<file path="src/hw/siom_pkg.sv">
// Package for the secondary I/O supply monitor: register map, fields, timing
package siom_pkg;
	localparam logic [11:0] REG_IRQ_ENABLE = 12'h000;
	localparam logic [11:0] REG_IRQ_FLAGS  = 12'h004;
	localparam logic [11:0] REG_STATE      = 12'h008;
	localparam logic [11:0] REG_IRQ_MASK   = 12'h00c;
	localparam int          ADDR_W         = 12;
	localparam int          FLD_CHANGE     = 0;
	localparam logic [7:0]  RST_IRQ_ENABLE = 8'h00;
	localparam logic [7:0]  RST_IRQ_FLAGS  = 8'h00;
	localparam logic [7:0]  RST_STATE      = 8'h00;
	localparam logic [7:0]  RST_IRQ_MASK   = 8'h01;
	localparam int          PIN_W          = 8;
	localparam logic [1:0]  RESP_OKAY      = 2'b00;
	localparam logic [1:0]  RESP_SLVERR    = 2'b10;
	localparam int          SYNC_STAGES    = 3;
	localparam int          CLK_PERIOD_NS  = 50;
	localparam int          CHG_TO_FLAG_CYC = 4;
	typedef enum logic [1:0] {
		SIOM_W_IDLE = 2'b00,
		SIOM_W_RESP = 2'b01
	} siom_wstate_e;
endpackage

</file>
<file path="src/hw/siom_top.sv">
// Secondary I/O supply monitor: status, change flag, interrupt, event and pin gating
// Summary of operation
// - Single-supply fuse: status reads one, change flag reads zero.
// - Secondary pins tri-stated when main supply is lost, or secondary supply in dual mode.
// - Supply returning good re-applies current port configuration to pins.
// - Main supply loss tri-states pins only; port configuration is not reset.
// - Peripherals keep running while pins are tri-stated.
// - Level event output follows the supply status bit exactly.
// - Block only generates events; it has no event inputs.
// - Change flag set on every status change in dual mode, either direction, except the jump as dual mode settles.
// - Writing one to flag bit 0 clears it; zero leaves it.
// - Control bit 0 enables change interrupt; resets to zero.
// - Interrupt asserted while enable, mask and flag set, until cleared.
// - Status bit 0 is read-only; writes ignored.
// - Status zero: pins tri-stated; one: pins driven from port registers while main supply is good.
// - Monitoring continues in every sleep mode when fuse enables.
// - No debug freeze; operation continues during debug halt.
`timescale 1ns/1ns
module siom_top
	import siom_pkg::*;
(
	input  wire logic              MCLK,
	input  wire logic              ARST_N,
	input  wire logic              SUPPLY_CONFIG_FUSE,
	input  wire logic              SECONDARY_SUPPLY_OK,
	input  wire logic              MAIN_SUPPLY_OK,
	input  wire logic [PIN_W-1:0]  PORT_OUT,
	input  wire logic [PIN_W-1:0]  PORT_DIR,
	input  wire logic [PIN_W-1:0]  PIN_IN,
	output logic [PIN_W-1:0]       PIN_OUT,
	output logic [PIN_W-1:0]       PIN_OE,
	output logic [PIN_W-1:0]       PORT_IN,
	output logic                   SECOND_SUPPLY_OK_EVENT,
	output logic                   IRQ,
	input  wire logic [ADDR_W-1:0] AWADDR,
	input  wire logic              AWVALID,
	output logic                   AWREADY,
	input  wire logic [31:0]       WDATA,
	input  wire logic [3:0]        WSTRB,
	input  wire logic              WVALID,
	output logic                   WREADY,
	output logic [1:0]             BRESP,
	output logic                   BVALID,
	input  wire logic              BREADY,
	input  wire logic [ADDR_W-1:0] ARADDR,
	input  wire logic              ARVALID,
	output logic                   ARREADY,
	output logic [31:0]            RDATA,
	output logic [1:0]             RRESP,
	output logic                   RVALID,
	input  wire logic              RREADY
);

	// Register index decode, shared by read and write paths
	function automatic logic [2:0] reg_sel(input logic [ADDR_W-1:0] a);
		case (a)
			REG_IRQ_ENABLE: reg_sel = 3'h1;
			REG_IRQ_FLAGS:  reg_sel = 3'h2;
			REG_STATE:      reg_sel = 3'h3;
			REG_IRQ_MASK:   reg_sel = 3'h4;
			default:        reg_sel = 3'h0;
		endcase
	endfunction

	logic [SYNC_STAGES-1:0] sync_sup;
	logic [SYNC_STAGES-1:0] sync_main;
	logic                   supply_good;
	logic                   main_good;
	logic                   dual_mode;
	logic                   status_bit;
	logic                   status_prev;
	logic                   change_evt;
	logic                   supply_change_flag;
	logic                   supply_change_irq_enable;
	logic                   irq_mask;
	logic                   flag_read;
	logic                   pins_live;
	logic                   aw_held;
	logic                   w_held;
	logic [ADDR_W-1:0]      aw_addr;
	logic [31:0]            w_data;
	logic [3:0]             w_strb;
	logic                   wr_go;
	logic                   clr_flag;
	siom_wstate_e           wstate;

	// Fuse is a strap, caught like any pin; dual_prev hides the one-off status
	// jump from forced one to the real level when dual mode first settles
	logic [2:0] fuse_sync;
	logic       dual_prev;
	always_ff @(posedge MCLK or negedge ARST_N) begin
		if (!ARST_N) begin
			fuse_sync <= 3'b000;
			dual_mode <= 1'b0;
			dual_prev <= 1'b0;
		end else begin
			fuse_sync <= {fuse_sync[1:0], SUPPLY_CONFIG_FUSE};
			if (fuse_sync[2] == fuse_sync[1]) begin
				dual_mode <= fuse_sync[2];
			end
			dual_prev <= dual_mode;
		end
	end

	// Three-stage synchronisers; a level counts once stages 1 and 2 agree
	always_ff @(posedge MCLK or negedge ARST_N) begin
		if (!ARST_N) begin
			sync_sup    <= '0;
			sync_main   <= '0;
			supply_good <= 1'b0;
			main_good   <= 1'b0;
		end else begin
			sync_sup  <= {sync_sup[SYNC_STAGES-2:0], SECONDARY_SUPPLY_OK};
			sync_main <= {sync_main[SYNC_STAGES-2:0], MAIN_SUPPLY_OK};
			if (sync_sup[2] == sync_sup[1]) begin
				supply_good <= sync_sup[2];
			end
			if (sync_main[2] == sync_main[1]) begin
				main_good <= sync_main[2];
			end
		end
	end

	// Single-supply mode forces the status to one
	assign status_bit = dual_mode ? supply_good : 1'b1;

	always_ff @(posedge MCLK or negedge ARST_N) begin
		if (!ARST_N) begin
			status_prev <= 1'b0;
		end else begin
			status_prev <= status_bit;
		end
	end
	assign change_evt = dual_mode && dual_prev && (status_bit != status_prev);

	// Event output is the status bit itself; no event inputs exist
	assign SECOND_SUPPLY_OK_EVENT = status_bit;

	// Sticky change flag; a new change wins over a simultaneous clear
	always_ff @(posedge MCLK or negedge ARST_N) begin
		if (!ARST_N) begin
			supply_change_flag <= 1'b0;
		end else if (change_evt) begin
			supply_change_flag <= 1'b1;
		end else if (clr_flag) begin
			supply_change_flag <= 1'b0;
		end
	end
	assign flag_read = dual_mode & supply_change_flag;

	assign IRQ = supply_change_irq_enable & irq_mask & flag_read;

	// Pins: tri-state on main supply loss, or secondary loss in dual mode; port registers pass through live, so
	// recovery re-applies them without software help. Peripherals are never stalled.
	// Main supply loss only tri-states pins via main_good; nothing is reset, so port setup passes through again on return
	assign pins_live = main_good & status_bit;
	always_ff @(posedge MCLK or negedge ARST_N) begin
		if (!ARST_N) begin
			PIN_OUT <= '0;
			PIN_OE  <= '0;
			PORT_IN <= '0;
		end else begin
			PIN_OUT <= PORT_OUT;
			PIN_OE  <= pins_live ? PORT_DIR : '0;
			PORT_IN <= pins_live ? PIN_IN : '0;
		end
	end

	// AXI4-Lite write: address and data caught in either order
	assign AWREADY = !aw_held && (wstate == SIOM_W_IDLE);
	assign WREADY  = !w_held && (wstate == SIOM_W_IDLE);
	assign wr_go   = aw_held && w_held && (wstate == SIOM_W_IDLE);

	always_ff @(posedge MCLK or negedge ARST_N) begin
		if (!ARST_N) begin
			aw_held <= 1'b0;
			w_held  <= 1'b0;
			aw_addr <= '0;
			w_data  <= '0;
			w_strb  <= '0;
			wstate  <= SIOM_W_IDLE;
			BVALID  <= 1'b0;
			BRESP   <= RESP_OKAY;
		end else begin
			if (AWVALID && AWREADY) begin
				aw_held <= 1'b1;
				aw_addr <= AWADDR;
			end
			if (WVALID && WREADY) begin
				w_held <= 1'b1;
				w_data <= WDATA;
				w_strb <= WSTRB;
			end
			case (wstate)
				SIOM_W_IDLE: begin
					if (wr_go) begin
						aw_held <= 1'b0;
						w_held  <= 1'b0;
						BVALID  <= 1'b1;
						BRESP   <= (reg_sel(aw_addr) == 3'h0) ? RESP_SLVERR : RESP_OKAY;
						wstate  <= SIOM_W_RESP;
					end
				end
				SIOM_W_RESP: begin
					if (BREADY) begin
						BVALID <= 1'b0;
						wstate <= SIOM_W_IDLE;
					end
				end
				default: wstate <= SIOM_W_IDLE;
			endcase
		end
	end

	assign clr_flag = wr_go && reg_sel(aw_addr) == 3'h2 && w_strb[0] && w_data[FLD_CHANGE];

	always_ff @(posedge MCLK or negedge ARST_N) begin
		if (!ARST_N) begin
			supply_change_irq_enable <= RST_IRQ_ENABLE[FLD_CHANGE];
			irq_mask                 <= RST_IRQ_MASK[FLD_CHANGE];
		end else if (wr_go && w_strb[0]) begin
			if (reg_sel(aw_addr) == 3'h1) begin
				supply_change_irq_enable <= w_data[FLD_CHANGE];
			end
			if (reg_sel(aw_addr) == 3'h4) begin
				irq_mask <= w_data[FLD_CHANGE];
			end
		end
	end
	// Writes to the status register change nothing

	// AXI4-Lite read: one read at a time, answer one cycle after address
	assign ARREADY = !RVALID;
	always_ff @(posedge MCLK or negedge ARST_N) begin
		if (!ARST_N) begin
			RVALID <= 1'b0;
			RDATA  <= '0;
			RRESP  <= RESP_OKAY;
		end else if (ARVALID && ARREADY) begin
			RVALID <= 1'b1;
			RRESP  <= RESP_OKAY;
			case (reg_sel(ARADDR))
				3'h1:    RDATA <= {31'h0, supply_change_irq_enable};
				3'h2:    RDATA <= {31'h0, flag_read};
				3'h3:    RDATA <= {31'h0, status_bit};
				3'h4:    RDATA <= {31'h0, irq_mask};
				default: begin
					RDATA <= '0;
					RRESP <= RESP_SLVERR;
				end
			endcase
		end else if (RVALID && RREADY) begin
			RVALID <= 1'b0;
		end
	end
endmodule

</file>
<file path="config.mk">
export PLATFORM = sky130hd
export DESIGN_NAME = siom_top
export DESIGN_NICKNAME = d
export VERILOG_FILES = /design/src/hw/siom_pkg.sv /design/src/hw/siom_top.sv
export SDC_FILE = /design/constraint.sdc
export NUM_CORES = 1
export LEC_CHECK = 0
export BUFFER_PORTS_ARGS = -buffer_cell sky130_fd_sc_hd__buf_2
export CAP_MARGIN = 20
export CELL_PAD_IN_SITES_DETAIL_PLACEMENT = 0
export CELL_PAD_IN_SITES_GLOBAL_PLACEMENT = 2
export CORE_UTILIZATION = 24
export CTS_CLUSTER_SIZE = 24
export DETAILED_ROUTE_END_ITERATION = 16
export PLACE_DENSITY = 0.84
export SETUP_SLACK_MARGIN = 0.5
export SLEW_MARGIN = 20
export SYNTH_ARGS = -nofsm -noshare
export SYNTH_HDL_FRONTEND = slang
export SYNTH_SLANG_ARGS = --single-unit
</file>
<file path="constraint.sdc">
create_clock -name MCLK -period 2.2 [get_ports MCLK]
set_input_delay 0.44 -clock MCLK [delete_from_list [all_inputs] [get_ports MCLK]]
set_output_delay 0.44 -clock MCLK [all_outputs]
set_load 0.02 [all_outputs]
</file>
==> metrics.txt, run 1 <==
Syn. warnings 0; H-tree Lvls 3; nature of the critical path endpoint flop; crit path time final 1.71 ns; Net Sw Frac 30.8%; Initial DRC Count 17; Async S/R FF share, synth 100%; Reg power frac 46.3%; total grt overflow 0; CP Max Fanout 2; share of layout cells above drive strength 1 48.1%; MaxCap Viol Count 0; Clock Skews 0.0166 ns; routed len/inst 11.6 um; CTS Buf Count 9; number of clock sinks 62; Reg-to-Reg Start aw_addr[2]; fin nets 378; WL final 4910 um; initial antenna violation count 0; clock power share 29.9%; Total Routing Usage GR 10.1%; DRC Markers 0; Fin Setup TNS 0 ns; core area 0.00977 sq mm; FF+latch count, synth 62; clock buffer depth 2; Worst VDD drop 310 uV; PnR Total Power 3.30 mW; routed vias 1640; Final Max Slew Viols 0; Mapped Cells 177; Yosys cell types 31; Die Y 103 um; Min-Delay Path Class in -> async; post-detail-place hpwl 3480 um; Achievable Freq 586 MHz; clock root buffer clkbuf_8; Gate power share 23.8%; final worst-path cycle share 77.5%; I/O pin count 161; Top FF cell, synth dfrtp_1; vias in the first global route 1628; M2 GR Usage 16.1%; CTS Hold Buffers Added 0; Critical Path Source Type flop; Mapped Area 0.00242 sq mm; number of synthesized flops with an enable pin 0; PortBufs 93; Vias/cell 3.89; final setup margin 0.495 ns; clock-pin slew on the worst setup and hold paths 0.08 ns; area grow syn2layout 32.6%; internal power 2.28 mW; Chip Width 103 um; pin count of the biggest net entering global routing 63; fin area 0.00322 sq mm; Starting Density 24.8%; DRT antenna net count 0; # rows 36; setup repair after global routing missed its margin yes; final hold slack 0.0974 ns; die area 0.0105 sq mm; sequential area share after synthesis 64.0%; Reg2Reg Setup Slack 0.49 ns; ANT cells 0; status finished clean; met3 usage 4.07%; Worst-Skew Late Latency 0.34 ns; pwr/cell area 1030 mW/mm^2; NetSw 1.02 mW; Arr. time, crit path 1.92 ns; first-pass GRT wire length 7620 um; critical path type reg -> reg; DP Worst Slack 0.463 ns; met1 Use GR 11.5%; reg2reg end supply_change_irq_enable; CTS tree yes; GPL Wtd Cong 0.635; worst rel slew slack 64.2%; # setup viols final 0; leak pwr 1.65 nW; FF-to-FF path depth 3; grt peak-use layer met2; worst-margin pin slew 0.537 ns; Final Hold Viols 0; drt first pass iters 4; Syn Area/Cell 13.7 sq um; CP required 2.42 ns; placed instance area 0.00295 sq mm
[layout make-up]
cell class / instances / area, sq um
Multi-Input combinational cell: 107 / 748
Clock inverter: 4 / 47.5
Inverter: 4 / 15.0
Fill cell: 1006 / 6560
Clock buffer: 12 / 145
Sequential cell: 62 / 1550
Tap cell: 133 / 166
Timing Repair Buffer: 100 / 541
[cell families (layout without fill, tap and decap cells)]
| family | Yosys count | after routing | share of synthesized area, % |
|---|---|---|---|
| compound gates | 12 | 12 | 2.99 |
| simple gates | 41 | 41 | 11.5 |
| fa+ha+maj | 3 | 3 | 1.24 |
| buf+inv | 40 | 120 | 11.4 |
| other cells | 1 | 33 | 0.155 |
| mux | 17 | 17 | 8.36 |
| xor+xnor | 1 | 1 | 0.361 |
| flops | 62 | 62 | 64.0 |
[state kept, by name, indices dropped and copies added, names as in the netlist, 3 cells and up]
name / cells
fuse_sync: 3
aw_addr: 12
sync_main: 3
sync_sup: 3
PORT_IN: 8
PIN_OE: 8
PIN_OUT: 8
[metrics by stage]
| stage | cells | util (%) |
|---|---|---|
| 2_1_floorplan | 209 | - |
| 3_3_place_gp | 401 | 30.1 |
| 3_5_place_dp | 401 | 30.1 |
| 4_1_cts | 422 | 32.8 |
| 5_1_grt | 422 | 32.9 |
| 6_report | 422 | 32.9 |
[worst max path at each step]
stage	endpoint	start
CTS	supply_change_irq_enable	aw_addr[1]
global route	supply_change_irq_enable	aw_addr[4]
floorplan	supply_change_irq_enable	aw_addr[7]
global placement	supply_change_irq_enable	aw_addr[7]
detailed placement	supply_change_irq_enable	aw_addr[7]
finish	supply_change_irq_enable	aw_addr[2]
[synth_stat cells, drive strengths merged (2+ instances only)]
master | n | area, sq um
a31oi | 3 | 18.8
o21ai | 3 | 15.0
buf | 34 | 253
dfrtp | 61 | 1530
nor4 | 6 | 50.0
mux2 | 16 | 180
and3 | 18 | 113
clkbuf | 2 | 7.51
nor2 | 4 | 15.0
and2 | 3 | 18.8
a21oi | 4 | 20.0
maj3 | 3 | 30.0
or4 | 3 | 30.0
inv | 4 | 15.0
[power groups by stage]
stage          logic, mW  clock network (mW)  registers [mW]
2_1_floorplan      0.486                   0            1.57
3_3_place_gp       0.698                   0            1.55
3_5_place_dp       0.717                   0            1.56
4_1_cts            0.792                1.04            1.53
5_1_grt            0.866                1.09            1.56
6_report           0.785               0.985            1.53
[timing repair]
| item | CTS | global route |
|---|---|---|
| pin swaps | 2 | 3 |
| setup endpoints to repair | 4 | 3 |
| resized for setup | 4 | 4 |
| buffers inserted | 5 | 0 |
[routing by layer]
layer / share of wire (%) / vias up
li1: - / 767
met1: 43 / 792
met2: 47 / 75
met3: 7.6 / 6
met4: 2.0 / 0
met5: 0 / -
[critical path, stage by stage, from the launching register on]
cell and delay (ns):
dfrtp_1 0.39, or4_4 0.56, nor4_4 0.29, mux2_1 0.34
[layout by cell type, fill, tap and decap left out, types with 2 or more instances in the layout]
cell and n:
mux2_2 14, maj3_1 3, a31oi_1 3, buf_4 5, clkbuf_8 10, inv_1 4, buf_2 92, and2_1 2
clkbuf_1 2, nor2_1 3, clkinv_2 2, nor4_1 4, o21ai_0 3, a21oi_1 4, buf_6 2, mux2_1 2
and3_1 17, or4_4 3, nor4_4 2, conb_1 33, dfrtp_1 61
No activity file was read; power rests on OpenSTA's default activity.
==> run 2, diff against run 1 <==
- ABC_AREA: not set -> 1
- CORE_UTILIZATION: 24 -> 23
- clock period: 2.2 -> 1.69 ns (I/O delays scaled with it)
==> run 2 against run 1 <==
Net effect:
- final cell count increased by 17%
- non-clock buffer count is 13 higher
- clock skew shrank 0.0092 ns
- combinational power grew 78%
- worst setup slack worse by 0.31 ns
- final area up 16%
- flip-flop and latch count unchanged
- die area grew 7.0%
- largest cell class unchanged
- critical path depth stayed put
- register-to-register slack worse by 0.05 ns
- count of clock-buffer cells in the layout decreased by 2
- global-route usage down 0.62 points
==> metrics.txt, run 2 <==
drt first pass iters 3; CP bufs+invs 1; Total Routing Usage GR 9.49%; nature of the critical path endpoint output pin; Fin Setup TNS 0 ns; highest metal used met4; pwr/cell area 1260 mW/mm^2; clock root buffer clkbuf_8; final worst-path cycle share 89.2%; I/O pin count 161; number of synthesized flops with an enable pin 0; Arr. time, crit path 1.17 ns; DP Worst Slack 0.414 ns; WL met1 2100 um; clock-pin slew on the worst setup and hold paths 0.07 ns; critical path type reg -> out; WL final 5120 um; CTS tree yes; GPL Wtd Cong 0.687; Synth Area in Simple Gates 11.3%; share of the synthesized area in the top cell type 61.3%; clock buffer depth 2; met2 WL post-DR 2530 um; sequential area share after synthesis 62.4%; leading cell type in the layout, fill and taps excluded buf_2; Worst path slowest cell dfstp_2; post-detail-place hpwl 3390 um; crit path time final 1.51 ns; metal3 WL 355 um; Vias/cell 3.77; Initial DRC Count 26; top cells by area, synth dfrtp_1 (61%), buf_4 (10%), nor2_1 (6.0%); CP Max Fanout 3; # setup viols final 0; final hold slack 0.000323 ns; Commonest cells post-synth dfrtp_1 (61), nor2_1 (40), buf_4 (33); routed len/inst 10.4 um; ANT cells 0; pin count of the biggest net entering global routing 63; first-pass GRT wire length 8050 um; Syn Area/Cell 10.8 sq um; post-synthesis adder-cell area fraction 1.21%; share of layout cells above drive strength 1 48.0%; # rows 37; mux cell area share after synthesis 5.28%; area grow syn2layout 49.4%; Min-Delay Path Class in -> async; Die Y 106 um; number of clock sinks 62; Largest register FFs 12; fin nets 447; Worst path top cell family by delay flip-flops; CP max stage delay 0.54 ns; status finished clean; CTS Hold Buffers Added 0; PortBufs 93; DRT antenna net count 0; count leader, synth dfrtp_1; final setup margin 0.182 ns; Worst-Skew Late Latency 0.33 ns; most flop-heavy register aw_addr; Yosys top cell by area dfrtp_1; MaxCap Viol Count 0; placed instance area 0.00301 sq mm; Starting Density 23.9%; Final Max Slew Viols 0; Chip Width 106 um; PnR Total Power 4.70 mW; CTS Buf Count 9; Cell Chain, Critical Path nand2_2 -> nor2_2 -> buf_6; die area 0.0112 sq mm; Clock Skews 0.00740 ns; Mapped Cells 231; setup repair after global routing missed its margin yes; CP required 1.35 ns; Top FF cell, synth dfrtp_1; core area 0.0104 sq mm; total grt overflow 0; H-tree Lvls 3; Mapped Area 0.00249 sq mm; routed vias 1863; initial antenna violation count 0; Yosys cell types 22; DRC Markers 0; most frequent cells in the layout buf_2 (59), dfrtp_1 (57), buf_6 (37); vias in the first global route 1795; Critical Path Source Type flop; largest family of logic cells by synthesized area buffers and inverters; Final Hold Viols 0; fin area 0.00372 sq mm; xor/xnor cell area share of the yosys netlist 0%; Async S/R FF share, synth 100%; leak pwr 1.89 nW; Worst VDD drop 428 uV; Synth Area in Compound Gates 4.37%; FF+latch count, synth 62; Syn. warnings 0; Achievable Freq 663 MHz
run 2: repair_timing:
item	CTS	global route
gates resized for setup	79	31
setup endpoints to repair	36	53
gates cloned	0	1
pin swaps	7	15
setup buffers	8	10
run 2: report_power, final:
group	internal, mW	switching (mW)	total, mW	leakage [nW]
registers	1.76	0.227	1.99	0.736
clock network	0.715	0.592	1.31	0.102
logic	0.699	0.697	1.40	1.06
run 2: path summary, 6_finish.rpt:
path | cells after the start | slack [ns] | start | end
setup / recovery | 3 | 0.18 | irq_mask | IRQ
hold / removal | 2 | 0.0003 | ARST_N | aw_addr[10]
setup reg to reg | 4 | 0.44 | BVALID | aw_addr[8]
hold reg to reg | 0 | 0.35 | sync_main[0] | sync_main[1]
max in group asynchronous | 2 | 1.38 | ARST_N | irq_mask
min in group MCLK | 1 | 0.10 | SECONDARY_SUPPLY_OK | sync_sup[0]
run 2: layout make-up:
cell class / count / area (sq um)
clock inverters: 6 / 61.3
inverters: 31 / 116
repair buffers: 113 / 852
well taps: 136 / 170
clock buffers: 10 / 138
multi-input cells: 136 / 823
flip-flops and latches: 62 / 1560
fillers: 1062 / 6700
run 2: kinds of logic (layout without fill, tap and decap cells):
group / count (synthesis) / in the layout
buffers and inverters: 66 / 160
flip-flops: 62 / 62
AO/OA/AOI/OAI: 21 / 21
AND/OR/NAND/NOR: 68 / 69
other: 1 / 33
adder cells (fa/ha/maj): 3 / 3
multiplexers: 10 / 10
run 2: routing by layer:
metal | track usage, % | vias to the layer above
met2 | 15.8 | 77
met1 | 10.1 | 887
li1 | - | 888
met4 | 7.14 | 0
met3 | 2.82 | 11
met5 | 0 | -
run 2: worst reg2reg max path, stage by stage (launching register included):
cell     delay [ns]
dfrtp_2        0.47
nor2_4         0.13
buf_6          0.15
nand2_8        0.09
mux2_4         0.31
run 2: metrics by stage:
stage / std cells / util (%)
after detailed placement: 459 / 28.9
after global routing: 494 / 35.7
after CTS: 483 / 33.8
after global placement: 459 / 28.9
final: 494 / 35.7
after floorplan: 263 / -
